**src/hdl/pec_pkg.sv**
```systemverilog
// constants shared by the link event counter block
package pec_pkg;

  // ***************************************************************
  // counter geometry
  // ***************************************************************
  localparam int NUM_CNT = 11;
  localparam int CNT_W   = 16;

  // significant-width codes for identifier bits 14:12
  localparam logic [2:0] WCODE_16 = 3'h1;
  localparam logic [2:0] WCODE_32 = 3'h2;
  localparam logic [2:0] WCODE_48 = 3'h3;
  localparam logic [2:0] WCODE_64 = 3'h4;

  // identifier bit positions
  localparam int ID_VENDOR_BIT = 15;
  localparam int ID_WIDTH_LSB  = 12;
  localparam int ID_CODE_W     = 12;

  // counter codes, identifier bits 11:0
  localparam logic [11:0] CODE_END      = 12'h000;
  localparam logic [11:0] CODE_ICRC     = 12'h001;
  localparam logic [11:0] CODE_DATA_ALL = 12'h002;
  localparam logic [11:0] CODE_DATA_TX  = 12'h003;
  localparam logic [11:0] CODE_DATA_RX  = 12'h004;
  localparam logic [11:0] CODE_ND_ALL   = 12'h005;
  localparam logic [11:0] CODE_ND_TX    = 12'h006;
  localparam logic [11:0] CODE_ND_RX    = 12'h007;
  localparam logic [11:0] CODE_PHY_RDY  = 12'h009;
  localparam logic [11:0] CODE_SIG_FIS  = 12'h00a;
  localparam logic [11:0] CODE_RX_CRC   = 12'h00b;
  localparam logic [11:0] CODE_RX_OTHER = 12'h00d;

  // slot index of each counter in the bank
  localparam int I_ICRC     = 0;
  localparam int I_DATA_ALL = 1;
  localparam int I_DATA_TX  = 2;
  localparam int I_DATA_RX  = 3;
  localparam int I_ND_ALL   = 4;
  localparam int I_ND_TX    = 5;
  localparam int I_ND_RX    = 6;
  localparam int I_PHY_RDY  = 7;
  localparam int I_SIG_FIS  = 8;
  localparam int I_RX_CRC   = 9;
  localparam int I_RX_OTHER = 10;

  // full 16-bit identifier, all counters standard and 16 bits wide
  localparam logic [15:0] ID_END = 16'h0000;
  localparam logic [NUM_CNT-1:0][11:0] CODES = {
    CODE_RX_OTHER, CODE_RX_CRC, CODE_SIG_FIS, CODE_PHY_RDY,
    CODE_ND_RX, CODE_ND_TX, CODE_ND_ALL, CODE_DATA_RX,
    CODE_DATA_TX, CODE_DATA_ALL, CODE_ICRC};

  // ***************************************************************
  // log page word stream (16-bit words, bytes 0..509)
  // ***************************************************************
  localparam int         IDX_W       = 8;
  localparam logic [7:0] HDR_WORDS   = 8'h02;
  localparam logic [7:0] ENTRY_WORDS = 8'h16;
  localparam logic [7:0] LAST_IDX    = 8'hfe;
  localparam logic [CNT_W-1:0] CNT_RESET = 16'h0000;
  localparam logic [CNT_W-1:0] CNT_MAX   = 16'hffff;

  typedef enum logic [0:0] {
    PEC_IDLE,
    PEC_SEND
  } pec_state_t;

endpackage

```
**src/hdl/pec_event_log.sv**
```systemverilog
// link event counter bank and its log page word stream
`timescale 1ns/1ps
// Behaviour
// - each log entry starts with a 16-bit identifier, value follows
// - unused slots after the entries are filled with identifier zero
// - unimplemented optional counters never appear in the page
// - a zero value means no event of that kind was recorded
// - entry order is free; bank order is used
// - identifier bits 14:12 carry width code, 1h means 16 bits
// - every value occupies a whole multiple of sixteen bits
// - bit 15 marks vendor counters; none here, so bit 15 is zero
// - identifier zero is a terminator with no value after it
// - counter 001h counts commands ending with error and crc bits set
// - counter 002h counts data frames refused in either direction
// - counter 003h counts sent data frames the host refused
// - counter 004h counts received data frames the device refused
// - counter 005h counts refused non-data frames both ways, retries too
// - counter 006h counts sent non-data frames refused, with retries
// - counter 007h counts received non-data frames refused, retries too
// - counter 009h counts each link not-ready to ready change
// - counter 00Ah counts reset signature frames the host acknowledged
// - counter 00Bh counts received frames refused for crc error
// - counter 00Dh counts received frames refused for other causes
// - retry and per-cause counters 008h, 00Fh to 013h are absent
// - transmitted means device to host, received means host to device
// - counters stop at maximum and never wrap
// - a self-test activation frame clears every counter
// - log read with clear flag returns values, then clears counters
// - counters survive link and soft resets, not power loss
module pec_event_log (
  // clock and power-up reset
  input  wire logic        sys_clk,
  input  wire logic        rst,
  // command completion
  input  wire logic        cmd_done,
  input  wire logic        cmd_status_err,
  input  wire logic        cmd_err_icrc,
  // frames sent by the device and answered by the host
  input  wire logic        tx_rerr,
  input  wire logic        tx_is_data,
  // frames received by the device and refused by it
  input  wire logic        rx_rerr,
  input  wire logic        rx_is_data,
  input  wire logic        rx_crc_cause,
  // link state
  input  wire logic        phy_ready,
  // reset signature frame
  input  wire logic        sig_fis_done,
  input  wire logic        sig_fis_rok,
  // counter clear by self-test activation frame
  input  wire logic        bist_activate,
  // log page read request
  input  wire logic        log_req,
  input  wire logic        log_clear,
  // log page word stream
  output logic             word_valid,
  input  wire logic        word_ready,
  output logic      [15:0] word_data,
  output logic             word_last,
  output logic             log_busy
);

  // ***************************************************************
  // event decode
  // ***************************************************************
  // tx_* are device-to-host items, rx_* host-to-device items
  wire tx_data_ev = tx_rerr && tx_is_data;
  wire tx_nd_ev   = tx_rerr && !tx_is_data;
  wire rx_data_ev = rx_rerr && rx_is_data;
  wire rx_nd_ev   = rx_rerr && !rx_is_data;
  wire phy_rise;

  // both directions may report in one cycle; the two-way counters
  // take one count per cycle and owe the rest to the next cycles
  logic                        data_all_ev;
  logic                        nd_all_ev;
  logic [pec_pkg::NUM_CNT-1:0] ev;

  assign ev[pec_pkg::I_ICRC] =
    cmd_done && cmd_status_err && cmd_err_icrc;
  assign ev[pec_pkg::I_DATA_ALL] = data_all_ev;
  assign ev[pec_pkg::I_DATA_TX]  = tx_data_ev;
  assign ev[pec_pkg::I_DATA_RX]  = rx_data_ev;
  // each refused retry arrives as its own pulse
  assign ev[pec_pkg::I_ND_ALL]   = nd_all_ev;
  assign ev[pec_pkg::I_ND_TX]    = tx_nd_ev;
  assign ev[pec_pkg::I_ND_RX]    = rx_nd_ev;
  assign ev[pec_pkg::I_PHY_RDY]  = phy_rise;
  assign ev[pec_pkg::I_SIG_FIS]  = sig_fis_done && sig_fis_rok;
  assign ev[pec_pkg::I_RX_CRC]   = rx_rerr && rx_crc_cause;
  assign ev[pec_pkg::I_RX_OTHER] = rx_rerr && !rx_crc_cause;

  pec_rise_det u_phy_rise (
    .sys_clk (sys_clk),
    .rst     (rst),
    .level   (phy_ready),
    .rise    (phy_rise)
  );

  // ***************************************************************
  // read sequencer state
  // ***************************************************************
  pec_pkg::pec_state_t state_q;
  pec_pkg::pec_state_t state_d;
  logic [pec_pkg::IDX_W-1:0] idx_q;
  logic [pec_pkg::IDX_W-1:0] idx_d;
  logic                      valid_q;
  logic                      valid_d;
  logic [15:0]               data_q;
  logic [15:0]               data_d;
  logic                      last_q;
  logic                      last_d;
  logic                      clr_pend_q;
  logic                      clr_pend_d;

  wire start    = (state_q == pec_pkg::PEC_IDLE) && log_req;
  wire take     = valid_q && word_ready;
  wire finish   = take && last_q;
  // clear after the final word leaves, so the page shows old values
  wire read_clr = finish && clr_pend_q;
  wire cnt_clr  = bist_activate || read_clr;

  // ***************************************************************
  // counter bank
  // ***************************************************************
  // owed counts for the two-way counters; two bits cover far longer
  // runs of double reports than the link can produce back to back
  logic [1:0] data_owe_q;
  logic [1:0] data_owe_d;
  logic [1:0] nd_owe_q;
  logic [1:0] nd_owe_d;
  wire  [2:0] data_sum  = {1'h0, data_owe_q} + {2'h0, tx_data_ev}
                          + {2'h0, rx_data_ev};
  wire  [2:0] nd_sum    = {1'h0, nd_owe_q} + {2'h0, tx_nd_ev}
                          + {2'h0, rx_nd_ev};
  wire  [2:0] data_left = data_sum - 3'h1;
  wire  [2:0] nd_left   = nd_sum - 3'h1;

  // owed counts predate a clear and are dropped with it
  assign data_all_ev = cnt_clr ? (tx_data_ev || rx_data_ev)
                               : (data_sum != 3'h0);
  assign nd_all_ev   = cnt_clr ? (tx_nd_ev || rx_nd_ev)
                               : (nd_sum != 3'h0);
  assign data_owe_d  = cnt_clr ? {1'h0, tx_data_ev && rx_data_ev} :
                       (data_sum == 3'h0) ? 2'h0 :
                       (data_left > 3'h3) ? 2'h3 : data_left[1:0];
  assign nd_owe_d    = cnt_clr ? {1'h0, tx_nd_ev && rx_nd_ev} :
                       (nd_sum == 3'h0) ? 2'h0 :
                       (nd_left > 3'h3) ? 2'h3 : nd_left[1:0];

  always_ff @(posedge sys_clk or posedge rst) begin
    if (rst) begin
      data_owe_q <= 2'h0;
      nd_owe_q   <= 2'h0;
    end else begin
      data_owe_q <= data_owe_d;
      nd_owe_q   <= nd_owe_d;
    end
  end

  // only power-up reset reaches the bank; link and soft resets do not
  // enter this block at all
  logic [pec_pkg::NUM_CNT-1:0][pec_pkg::CNT_W-1:0] cnt_val;
  logic [pec_pkg::NUM_CNT-1:0][pec_pkg::CNT_W-1:0] snap_q;

  genvar g;
  generate
    for (g = 0; g < pec_pkg::NUM_CNT; g++) begin : g_cnt
      pec_counter #(
        .W (pec_pkg::CNT_W)
      ) u_cnt (
        .sys_clk (sys_clk),
        .rst     (rst),
        .clr     (cnt_clr),
        .inc     (ev[g]),
        .value   (cnt_val[g])
      );
    end
  endgenerate

  // values are frozen at request time so the page is consistent
  always_ff @(posedge sys_clk or posedge rst) begin
    if (rst) begin
      snap_q <= '0;
    end else if (start) begin
      snap_q <= cnt_val;
    end
  end

  // ***************************************************************
  // word selection
  // ***************************************************************
  // page word n holds bytes 2n and 2n+1; words 0..1 are the reserved
  // header, then identifier/value pairs, then zero fill
  wire [pec_pkg::IDX_W-1:0] sel_idx  = start ? '0 : idx_q + 8'h01;
  wire                      in_entry =
    (sel_idx >= pec_pkg::HDR_WORDS) &&
    (sel_idx < pec_pkg::HDR_WORDS + pec_pkg::ENTRY_WORDS);
  wire [pec_pkg::IDX_W-1:0] ent_off  = sel_idx - pec_pkg::HDR_WORDS;
  wire [3:0]                ent_num  = ent_off[4:1];
  wire                      ent_val  = ent_off[0];
  wire                      last_sel = (sel_idx == pec_pkg::LAST_IDX);
  wire [pec_pkg::CNT_W-1:0] snap_sel =
    start ? cnt_val[ent_num] : snap_q[ent_num];

  // identifier: standard range, 16-bit width code, counter code
  wire [15:0] id_sel = {1'b0,
                        pec_pkg::WCODE_16,
                        pec_pkg::CODES[ent_num]};

  logic [15:0] word_sel;

  // values fill a full 16-bit word, the counter width itself
  always_comb begin
    word_sel = pec_pkg::ID_END;
    if (in_entry) begin
      word_sel = ent_val ? snap_sel : id_sel;
    end
  end
  // the first zero word after the entries is the terminator
  // only implemented counters are listed, in bank order
  // retry and per-cause codes are never emitted
  // the bank never holds a nonzero value without an event

  // ***************************************************************
  // read sequencer
  // ***************************************************************
  always_comb begin
    state_d    = state_q;
    idx_d      = idx_q;
    valid_d    = valid_q;
    data_d     = data_q;
    last_d     = last_q;
    clr_pend_d = clr_pend_q;
    case (state_q)
      pec_pkg::PEC_IDLE: begin
        if (log_req) begin
          state_d    = pec_pkg::PEC_SEND;
          idx_d      = '0;
          valid_d    = 1'b1;
          data_d     = word_sel;
          last_d     = 1'b0;
          clr_pend_d = log_clear;
        end
      end
      pec_pkg::PEC_SEND: begin
        if (finish) begin
          state_d    = pec_pkg::PEC_IDLE;
          valid_d    = 1'b0;
          data_d     = '0;
          last_d     = 1'b0;
          clr_pend_d = 1'b0;
        end else if (take) begin
          idx_d  = sel_idx;
          data_d = word_sel;
          last_d = last_sel;
        end
      end
      default: begin
        state_d = pec_pkg::PEC_IDLE;
        valid_d = 1'b0;
      end
    endcase
  end

  always_ff @(posedge sys_clk or posedge rst) begin
    if (rst) begin
      state_q    <= pec_pkg::PEC_IDLE;
      idx_q      <= '0;
      valid_q    <= 1'b0;
      data_q     <= '0;
      last_q     <= 1'b0;
      clr_pend_q <= 1'b0;
    end else begin
      state_q    <= state_d;
      idx_q      <= idx_d;
      valid_q    <= valid_d;
      data_q     <= data_d;
      last_q     <= last_d;
      clr_pend_q <= clr_pend_d;
    end
  end

  // ***************************************************************
  // outputs
  // ***************************************************************
  assign word_valid = valid_q;
  assign word_data  = data_q;
  assign word_last  = last_q;
  assign log_busy   = valid_q;

endmodule

```
**src/hdl/pec_counter.sv**
```systemverilog
// one saturating event counter
`timescale 1ns/1ps
module pec_counter #(
  parameter int W = 16
) (
  // clock and reset
  input  wire logic         sys_clk,
  input  wire logic         rst,
  // control
  input  wire logic         clr,
  input  wire logic         inc,
  // value
  output logic      [W-1:0] value
);

  logic [W-1:0] cnt_q;
  logic [W-1:0] cnt_d;
  wire          at_max = &cnt_q;

  // a clear and an event in the same cycle leave one count behind
  always_comb begin
    cnt_d = cnt_q;
    if (clr) begin
      cnt_d = inc ? W'(1) : '0;
    end else if (inc && !at_max) begin
      cnt_d = cnt_q + W'(1);
    end
  end

  always_ff @(posedge sys_clk or posedge rst) begin
    if (rst) begin
      cnt_q <= '0;
    end else begin
      cnt_q <= cnt_d;
    end
  end

  assign value = cnt_q;

endmodule

```
**src/hdl/pec_rise_det.sv**
```systemverilog
// rising edge detector for a level input
`timescale 1ns/1ps
module pec_rise_det (
  // clock and reset
  input  wire logic sys_clk,
  input  wire logic rst,
  // level in, pulse out
  input  wire logic level,
  output logic      rise
);

  logic level_q;

  // reset low so a link already up at power-up is counted as one rise
  always_ff @(posedge sys_clk or posedge rst) begin
    if (rst) begin
      level_q <= 1'b0;
    end else begin
      level_q <= level;
    end
  end

  assign rise = level && !level_q;

endmodule

```
**config.mk**
```make
export PLATFORM = sky130hd
export DESIGN_NAME = pec_event_log
export DESIGN_NICKNAME = d
export VERILOG_FILES = /design/src/hdl/pec_pkg.sv /design/src/hdl/pec_event_log.sv /design/src/hdl/pec_counter.sv /design/src/hdl/pec_rise_det.sv
export SDC_FILE = /design/constraint.sdc
export NUM_CORES = 1
export LEC_CHECK = 0
export BUFFER_PORTS_ARGS = -buffer_cell sky130_fd_sc_hd__buf_4
export CORE_UTILIZATION = 25
export DETAILED_ROUTE_END_ITERATION = 10
export SLEW_MARGIN = 10
export SYNTH_ARGS = -nofsm -noshare
export SYNTH_HDL_FRONTEND = slang
export SYNTH_SLANG_ARGS = --single-unit
```
**constraint.sdc**
```tcl
create_clock -name sys_clk -period 16.99 [get_ports sys_clk]
set_input_delay 3.398 -clock sys_clk [delete_from_list [all_inputs] [get_ports sys_clk]]
set_output_delay 3.398 -clock sys_clk [all_outputs]
set_load 0.005 [all_outputs]
```
Yosys cells after proc, flatten, opt, wreduce, memory -nomap -nowiden
Memory sizes are Yosys's and may differ from the RTL's.
Index checks and enable logic that the tools add are counted.

word-level totals
  register bits = 385
  memory bits (read-only) = 192
  logic and storage cells = 208
  memories kept = 1

memories
  memory            depth  bits a word  rd ports  clocked after memory_dff  write ports  RTL line              text
  (name not given)  16     12           1         0                         0            pec_event_log.sv:209  pec_pkg::CODES[ent_num]};

cells by class
  $add $sub $neg = 19
  order comparisons = 5
  equality and inequality tests = 6
  muxes and demuxes = 70
  bitwise gates (word level) = 1
  reduce and logical (&&, ||, !) cells = 75

operator list
  operator                                                       number
  two-way mux 16 bit                                             30
  adder 16 x 1 -> 16 bit, second input constant                  11
  AND reduction 16 bit                                           11
  binary-select mux 16 bit (select 4 bit)                        2
  two-way mux 8 bit                                              4
  one-hot mux 16 bit (2 select lines)                            1
  logical AND 1 bit                                              28
  nonzero test 2 bit                                             11
  two-way mux 1 bit                                              21
  one-hot mux 8 bit (2 select lines)                             1
  zero test 1 bit                                                15
  two-way mux 12 bit                                             1
  two-way mux 2 bit                                              6
  adder 8 x 1 -> 8 bit, second input constant                    1
  == test 8 bit, second input constant                           1
  >= comparator 8 x 2 -> 1 bit, second input constant            1
  < comparator 8 x 5 -> 1 bit, second input constant             1
  one-hot mux 1 bit (2 select lines)                             4
  adder 2 x 1 -> 3 bit                                           2
  adder 3 x 1 -> 3 bit                                           2
  greater-than comparator 3 x 2 -> 1 bit, second input constant  2
  zero test 3 bit                                                2
  nonzero test 3 bit                                             2
  subtractor 3 x 1 -> 3 bit, second input constant               2
  other kinds (9)                                                14

Longest topological paths before layout
Gate-level depths: netlist (run 1).

  word-level depth = 12
  gate-level depth with buffers = 14
  gate-level depth less buffers = 13

Hierarchy
A second synthesis (run 1) with hierarchy kept.

second synthesis, totals
  cell total of the unflattened synthesis = 2,228
  area total of the unflattened synthesis = 20,952.6 µm²

by module, submodules not included
  module                             instances  cells each  area each (µm²)  seq. area each (µm²)
  pec_counter at g_cnt[0].u_cnt ...  10         102         996.0            400.4
  pec_event_log                      1          1,102       9,955.8          5,205.0
  pec_counter at g_cnt[8].u_cnt      1          103         994.7            400.4
  pec_rise_det                       1          3           42.5             25.0

Least setup slack after synthesis (run 1)
Ideal clock, no wire load.

  path type = input to register
  start = in log_req
  end = reg data_q[4], in the netlist word_data[4]
  library setup time = 126 ps
  arrival = 5,724 ps
  slack = 11,140 ps
  stages on the path = 10
  buffers on the path = 5
  cell sequence = nand2b_1 > buf_6 > nand2_8 > clkbuf_1 > ha_1 > buf_2 > clkbuf_1 > clkbuf_1 > mux4_2 > a221o_1

on the way
  word-level cells in the longest chain between the ends = 11
  elaborated cells between the ends (all ways) = 21

RTL lines
  item                                      RTL line              text
  start: declaration                        pec_event_log.sv:53   input wire logic log_req,
  logical AND 1 bit                         pec_event_log.sv:116  wire start = (state_q == pec_pkg::PEC_IDLE) && log_req;
  two-way mux 8 bit                         pec_event_log.sv:195  wire [pec_pkg::IDX_W-1:0] sel_idx = start ? '0 : idx_q + 8'h01;
  subtractor 5 x 2 -> 5 bit                 pec_event_log.sv:199  wire [pec_pkg::IDX_W-1:0] ent_off = sel_idx - pec_pkg::HDR_WORDS;
  binary-select mux 16 bit (select 4 bit)   pec_event_log.sv:204  start ? cnt_val[ent_num] : snap_q[ent_num];
  two-way mux 16 bit (implied by the code)  pec_event_log.sv:204
  two-way mux 16 bit                        pec_event_log.sv:204
  two-way mux 16 bit                        pec_event_log.sv:217  word_sel = ent_val ? snap_sel : id_sel;
  two-way mux 16 bit                        pec_event_log.sv:216  if (in_entry) begin
  two-way mux 16 bit                        pec_event_log.sv:253  end else if (take) begin
  two-way mux 16 bit                        pec_event_log.sv:247  if (finish) begin
  one-hot mux 16 bit (2 select lines)       pec_event_log.sv:235  case (state_q)
  end signal: assignment                    pec_event_log.sv:278  data_q <= data_d;
  end: declaration                          pec_event_log.sv:109  logic [15:0] data_q;

Parallel ways exist; a longest one is shown, timed or not. The select of a mux whose other input is x is not followed.
A chain may end at the register's enable or synchronous reset.

Worst setup path after layout (run 1)
  start = in log_req
  end = reg data_q[11], in the netlist word_data[11]

The elaborated chain is that of the path after synthesis.

==> qor.csv, run 1 <==
metric,value,unit
end_kind,flip-flop,
vias,13800,
busiest_layer,met1,
cts_setup_buffers,0,
first_global_vias,13000,
hold_buffers,0,
coreArea,0.0736,sq mm
fin_ws,10.44,ns
viasPerCell,4.59,
numClockSinks,385,
async_flop_share,100,%
synth_area,0.0187,sq mm
maxSlewHeadroom,27.7,%
cts_buffers,43,
ys_seq_area_share,51.4,%
synth_edf_count,0,
met2_usage,18.5,%
drt_iter0_markers,1321,
r2r-start,state_q,
period_share,38.6,%
grt.total_usage,12.6,%
cts_root_buffer,clkbuf_16,
met3_usage,2.64,%
crit_required,17.49,ns
ys_ff_latch,385,
synth_largest_area_cell,dfrtp_1,
power_leakage,9.81,nW
grt_pass1_wl,76.0,mm
die_height,276,um
critPathArrivalTime,7.05,ns
die_x,276,um
cts.reportedPaths.clkPinSlew,0.06,ns
max_freq,153,MHz
hpwl,32.7,mm
tightestPinTransition,1.08,ns
min-delay-start,snap_q[23],
fillers,7756,
finalWirelength,47.2,mm
finClkSkew,0.0116,ns
final_nets,2065,
drc,0,
syn_to_final_growth,14.1,%
cts_max_level,2,
multi_input_area,0.00860,sq mm
dp.cells,2936,
setup-violations-final,0,
yosys-top-cells-area,"dfrtp_1 (51%), nand2_1 (13%), nor2_1 (4.7%)",
cts.path.max_buffers,3,
final_core_util,29.0,%
outcome,"complete, no violations",
yosys_warnings,0,
peakVddDrop,124,uV
syn_nets,2066,
synth_top_area_share,51.4,%
final_layout_size_suffix_gt1_share,8.72,%
gp_congestion,0.841,
maxSlewViolCount,0,
finalPower,0.00249,W
antenna_found_initial,3,
post_drt_wl_per_cell,15.7,um
min_period,6.55,ns
final_cell_mix,"nand2_1 (659), dfrtp_1 (385), nor2_1 (234)",
crit_start,log_req,
gr-usage-met1,18.7,%
p_per_area,116,mW/mm^2
num_rows,99,
layout_commonest_cell,nand2_1,
drt_pre_antenna_iters,5,
ys_types,75,
ant_nets,0,
startpoint_type,input port,
die-area,0.0760,sq mm
clkLatencyLatePin,0.57,ns
postCtsResizedCells,0,
rsz0062_at_grt,no,
ys.flop_type,dfrtp_1,
start_util,25.5,%
port_buffers,35,
avgSynthCellArea,9.26,sq um
cts_tree,built,
dp_slack,9.89,ns
worstPathMaxFanout,110,
io_pins,36,
finalHoldViolations,0,
min_path_type,flip-flop to flip-flop,
finalNonFillerCells,3013,
cap_violations,0,
setup_tns,0,ns
synthCells,2023,
overflow,0,
regArea,0.00963,sq mm
critPathKind,input port to flip-flop,
grt_max_degree,170,
## layout make-up
class                      count  share of cell area (%)
sequential                   385                    45.1
multi-input combinational   1510                    40.3
clock buffer                  63                    5.82
timing repair buffer          47                    1.71
inverter                      35                   0.650
antenna                        1                  0.0117
tap                          959                    5.62
clock inverter                13                   0.802
## logic make-up after synthesis
| family | share of synthesized area, % |
|---|---|
| buffers and inverters | 2.90 |
| AOI/OAI and AO/OA | 5.83 |
| muxes | 5.14 |
| and+or+nand+nor | 25.5 |
| adders and majority gates | 1.98 |
| DFF | 51.4 |
| xor gates and xnor gates | 7.24 |
## cell usage after synthesis, types with 22 or more instances
| cell | instances |
|---|---|
| nor3_1 | 25 |
| clkbuf_1 | 65 |
| inv_1 | 34 |
| nand2_1 | 659 |
| xnor2_1 | 56 |
| o21ai_0 | 43 |
| nand4_1 | 49 |
| xor2_1 | 95 |
| dfrtp_1 | 385 |
| nand3_1 | 60 |
| mux4_2 | 31 |
| mux2i_1 | 23 |
| or3_1 | 22 |
| nor2_1 | 234 |
| a21oi_1 | 40 |
## per-stage QoR
| stage | instance area, sq um | hold WS (ns) |
|---|---|---|
| after global routing | 21400 | 0.499 |
| after floorplan | 18700 | 0.438 |
| final | 21400 | 0.471 |
| after detailed placement | 19900 | 0.461 |
| after CTS | 21400 | 0.476 |
| after global placement | 19900 | 0.456 |
## critical path: stages
cell and delay, ns:
buf_4 0.13, nand2b_4 0.72, buf_4 0.93, and3_4 0.37
o221a_2 0.20, or2_1 0.13, nor4b_2 0.80, a221o_1 0.28
## flip-flops by register name, summed over array words and instances, names as in the netlist
register and flops:
clr_pend_q 1, data_owe_q 2, g_cnt.u_cnt.value 176, idx_q 8, log_busy 1, nd_owe_q 2
snap_q 176, state_q 1, u_phy_rise.level_q 1, word_data 16, word_last 1
## where the power goes
part	switching, W	leakage, nW	internal, W
Sequential	0.0000523	5.31	0.000950
Combinational	0.000334	3.82	0.000206
Clock	0.000378	0.694	0.000567
## path summary, 6_finish.rpt
check | cells after the start | end | slack, ns
setup reg to reg | 7 | word_data[11] | 12.83
max in group asynchronous | 4 | g_cnt[3].u_cnt.value[2] | 11.99
hold reg to reg | 2 | snap_q[23] | 0.47
hold / removal | 2 | snap_q[23] | 0.47
setup / recovery | 8 | word_data[11] | 10.44
min in group asynchronous | 2 | u_phy_rise.level_q | 2.89
## metal layers
metal | wire (um) | vias to the layer above
met4 | 1060 | 4
met3 | 2430 | 67
met2 | 20500 | 261
li1 | - | 6717
met5 | 22 | -
met1 | 23200 | 6776
Power figures use the tool's default switching activity.
==> run 2, diff against run 1 <==
Clock period 16.99 ns to 5.5 ns, I/O delays scaled along.
==> run 2 against run 1 <==
Net effect:
- sequential power increased to 3.1 times the previous value
- non-clock buffer count grew 7
- largest power group unchanged
- critical path depth increased by 2
- die area is the same
- combinational power grew to 3.3 times the previous value
- via count is essentially flat
- clock skew fell by 0.0014 ns
==> qor.csv, run 2 (synthesis gave the netlist of run 1 again) <==
metric,value,unit
cap_violations,0,
rsz0062_at_grt,no,
io_pins,36,
min_path_type,flip-flop to flip-flop,
ant_nets,0,
period_share,61.8,%
finClkSkew,0.0103,ns
die_height,276,um
hpwl,32.6,mm
p_per_area,363,mW/mm^2
vias,13800,
final_core_util,29.2,%
power_leakage,9.88,nW
num_rows,99,
drt_pre_antenna_iters,7,
antenna-diode-count,0,
cts_root_buffer,clkbuf_16,
critPathArrivalTime,3.86,ns
syn_to_final_growth,14.6,%
die_x,276,um
postLayoutCellArea,0.0215,sq mm
cp_cell_sequence,ha_1 > xnor2_1 > nor2_1 > inv_1 > ha_2 > buf_4 > mux4_2 > mux2i_1 > o221ai_1 > a32o_1,
r2r_cells,10,
critPathMaxStageDelay,0.77,ns
cts_setup_buffers,0,
numClockSinks,385,
final_cell_mix,"nand2_1 (659), dfrtp_1 (385), nor2_1 (234)",
crit_required,5.96,ns
tightestPinTransition,1.17,ns
grt_max_degree,165,
postCtsResizedCells,0,
grt_pass1_wl,75.8,mm
outcome,"complete, no violations",
clkLatencyLatePin,0.56,ns
viasPerCell,4.58,
min_period,3.40,ns
finalWirelength,47.3,mm
cts_max_level,2,
finalHoldViolations,0,
crit_slowest_cell,ha_2,
hold_depth,2,
critPathKind,flip-flop to flip-flop,
setup-violations-final,0,
cts.reportedPaths.clkPinSlew,0.06,ns
max_freq,294,MHz
end_kind,flip-flop,
startpoint_type,flip-flop,
drt_iter0_markers,1165,
overflow,0,
drc,0,
die-area,0.0760,sq mm
cts_tree,built,
worstPathMaxFanout,23,
maxSlewViolCount,0,
layout_commonest_cell,nand2_1,
antenna_found_initial,1,
hold_buffers,0,
regArea,0.00963,sq mm
final_nets,2073,
coreArea,0.0736,sq mm
gp_congestion,0.829,
multi_input_area,0.00860,sq mm
grt.total_usage,12.6,%
critPathBufInv,2,
cts_buffers,44,
crit_family,adder cells,
maxSlewHeadroom,22.2,%
fillers,7721,
peakVddDrop,225,uV
cts.path.max_buffers,3,
first_global_vias,13400,
start_util,25.5,%
post_drt_wl_per_cell,15.6,um
port_buffers,35,
final_layout_size_suffix_gt1_share,9.31,%
cp_num_cells,10,
place_area,0.0200,sq mm
run 2: cell types whose count changed in the layout (fill, tap and decap cells not counted), sizes merged:
cell / change
buf: +7
clkbuf: +2
clkinv: +2
bufinv: -1
diode: -1
inv: -1
run 2: path summary, 6_finish.rpt:
check / start / to / slack (ns)
max reg2reg: idx_q[0] / word_data[1] / 2.10
max in group asynchronous: rst / g_cnt[3].u_cnt.value[3] / 3.65
min in group asynchronous: rst / g_cnt[6].u_cnt.value[2] / 0.58
min reg2reg: snap_q[24] / snap_q[24] / 0.47
max: idx_q[0] / word_data[1] / 2.10
min: snap_q[24] / snap_q[24] / 0.47
run 2: worst register-to-register path: cells and delay by family, from the launching register on:
| family | cells | cell delay (ns) |
|---|---|---|
| AOI/OAI and AO/OA | 2 | 0.42 |
| xor gates and xnor gates | 1 | 0.18 |
| adders and majority gates | 2 | 1.10 |
| buffers and inverters | 2 | 0.44 |
| DFF | 1 | 0.50 |
| muxes | 2 | 0.46 |
| and+or+nand+nor | 1 | 0.19 |
run 2: layout make-up:
cell class,instances,area share (%)
Clock buffer,65,6.11
Tap cell,959,5.59
Sequential cell,385,44.9
Inverter,35,0.629
Multi-Input combinational cell,1510,40.1
Clock inverter,13,0.653
Timing Repair Buffer,54,2.06
run 2: metal layers:
layer / vias to the layer above / global-route usage [%] / part of all wire (%) / routed length [um]
met3: 71 / 3.28 / 6.2 / 2930
met2: 255 / 18.9 / 44 / 20600
met4: 2 / 3.33 / 2.3 / 1070
li1: 6735 / - / - / -
met1: 6775 / 17.8 / 48 / 22600
met5: - / 0 / 0.017 / 8
run 2: stage by stage:
step / setup slack (ns) / instances / hold WS (ns) / TNS (ns) / power [W]
floorplan: -0.776 / 2023 / 0.438 / -298.74 / 0.00440
global placement: 1.55 / 2943 / 0.454 / 0 / 0.00489
detailed placement: 1.49 / 2943 / 0.462 / 0 / 0.00489
CTS: 2.10 / 3021 / 0.477 / 0 / 0.00788
global route: 1.82 / 3021 / 0.495 / 0 / 0.00815
finish: 2.10 / 3021 / 0.472 / 0 / 0.00780
run 2: power breakdown:
part	switching [W]	leakage [nW]	internal (W)
combinational	0.00110	3.85	0.000678
clock	0.00117	0.726	0.00178
sequential	0.000142	5.31	0.00293
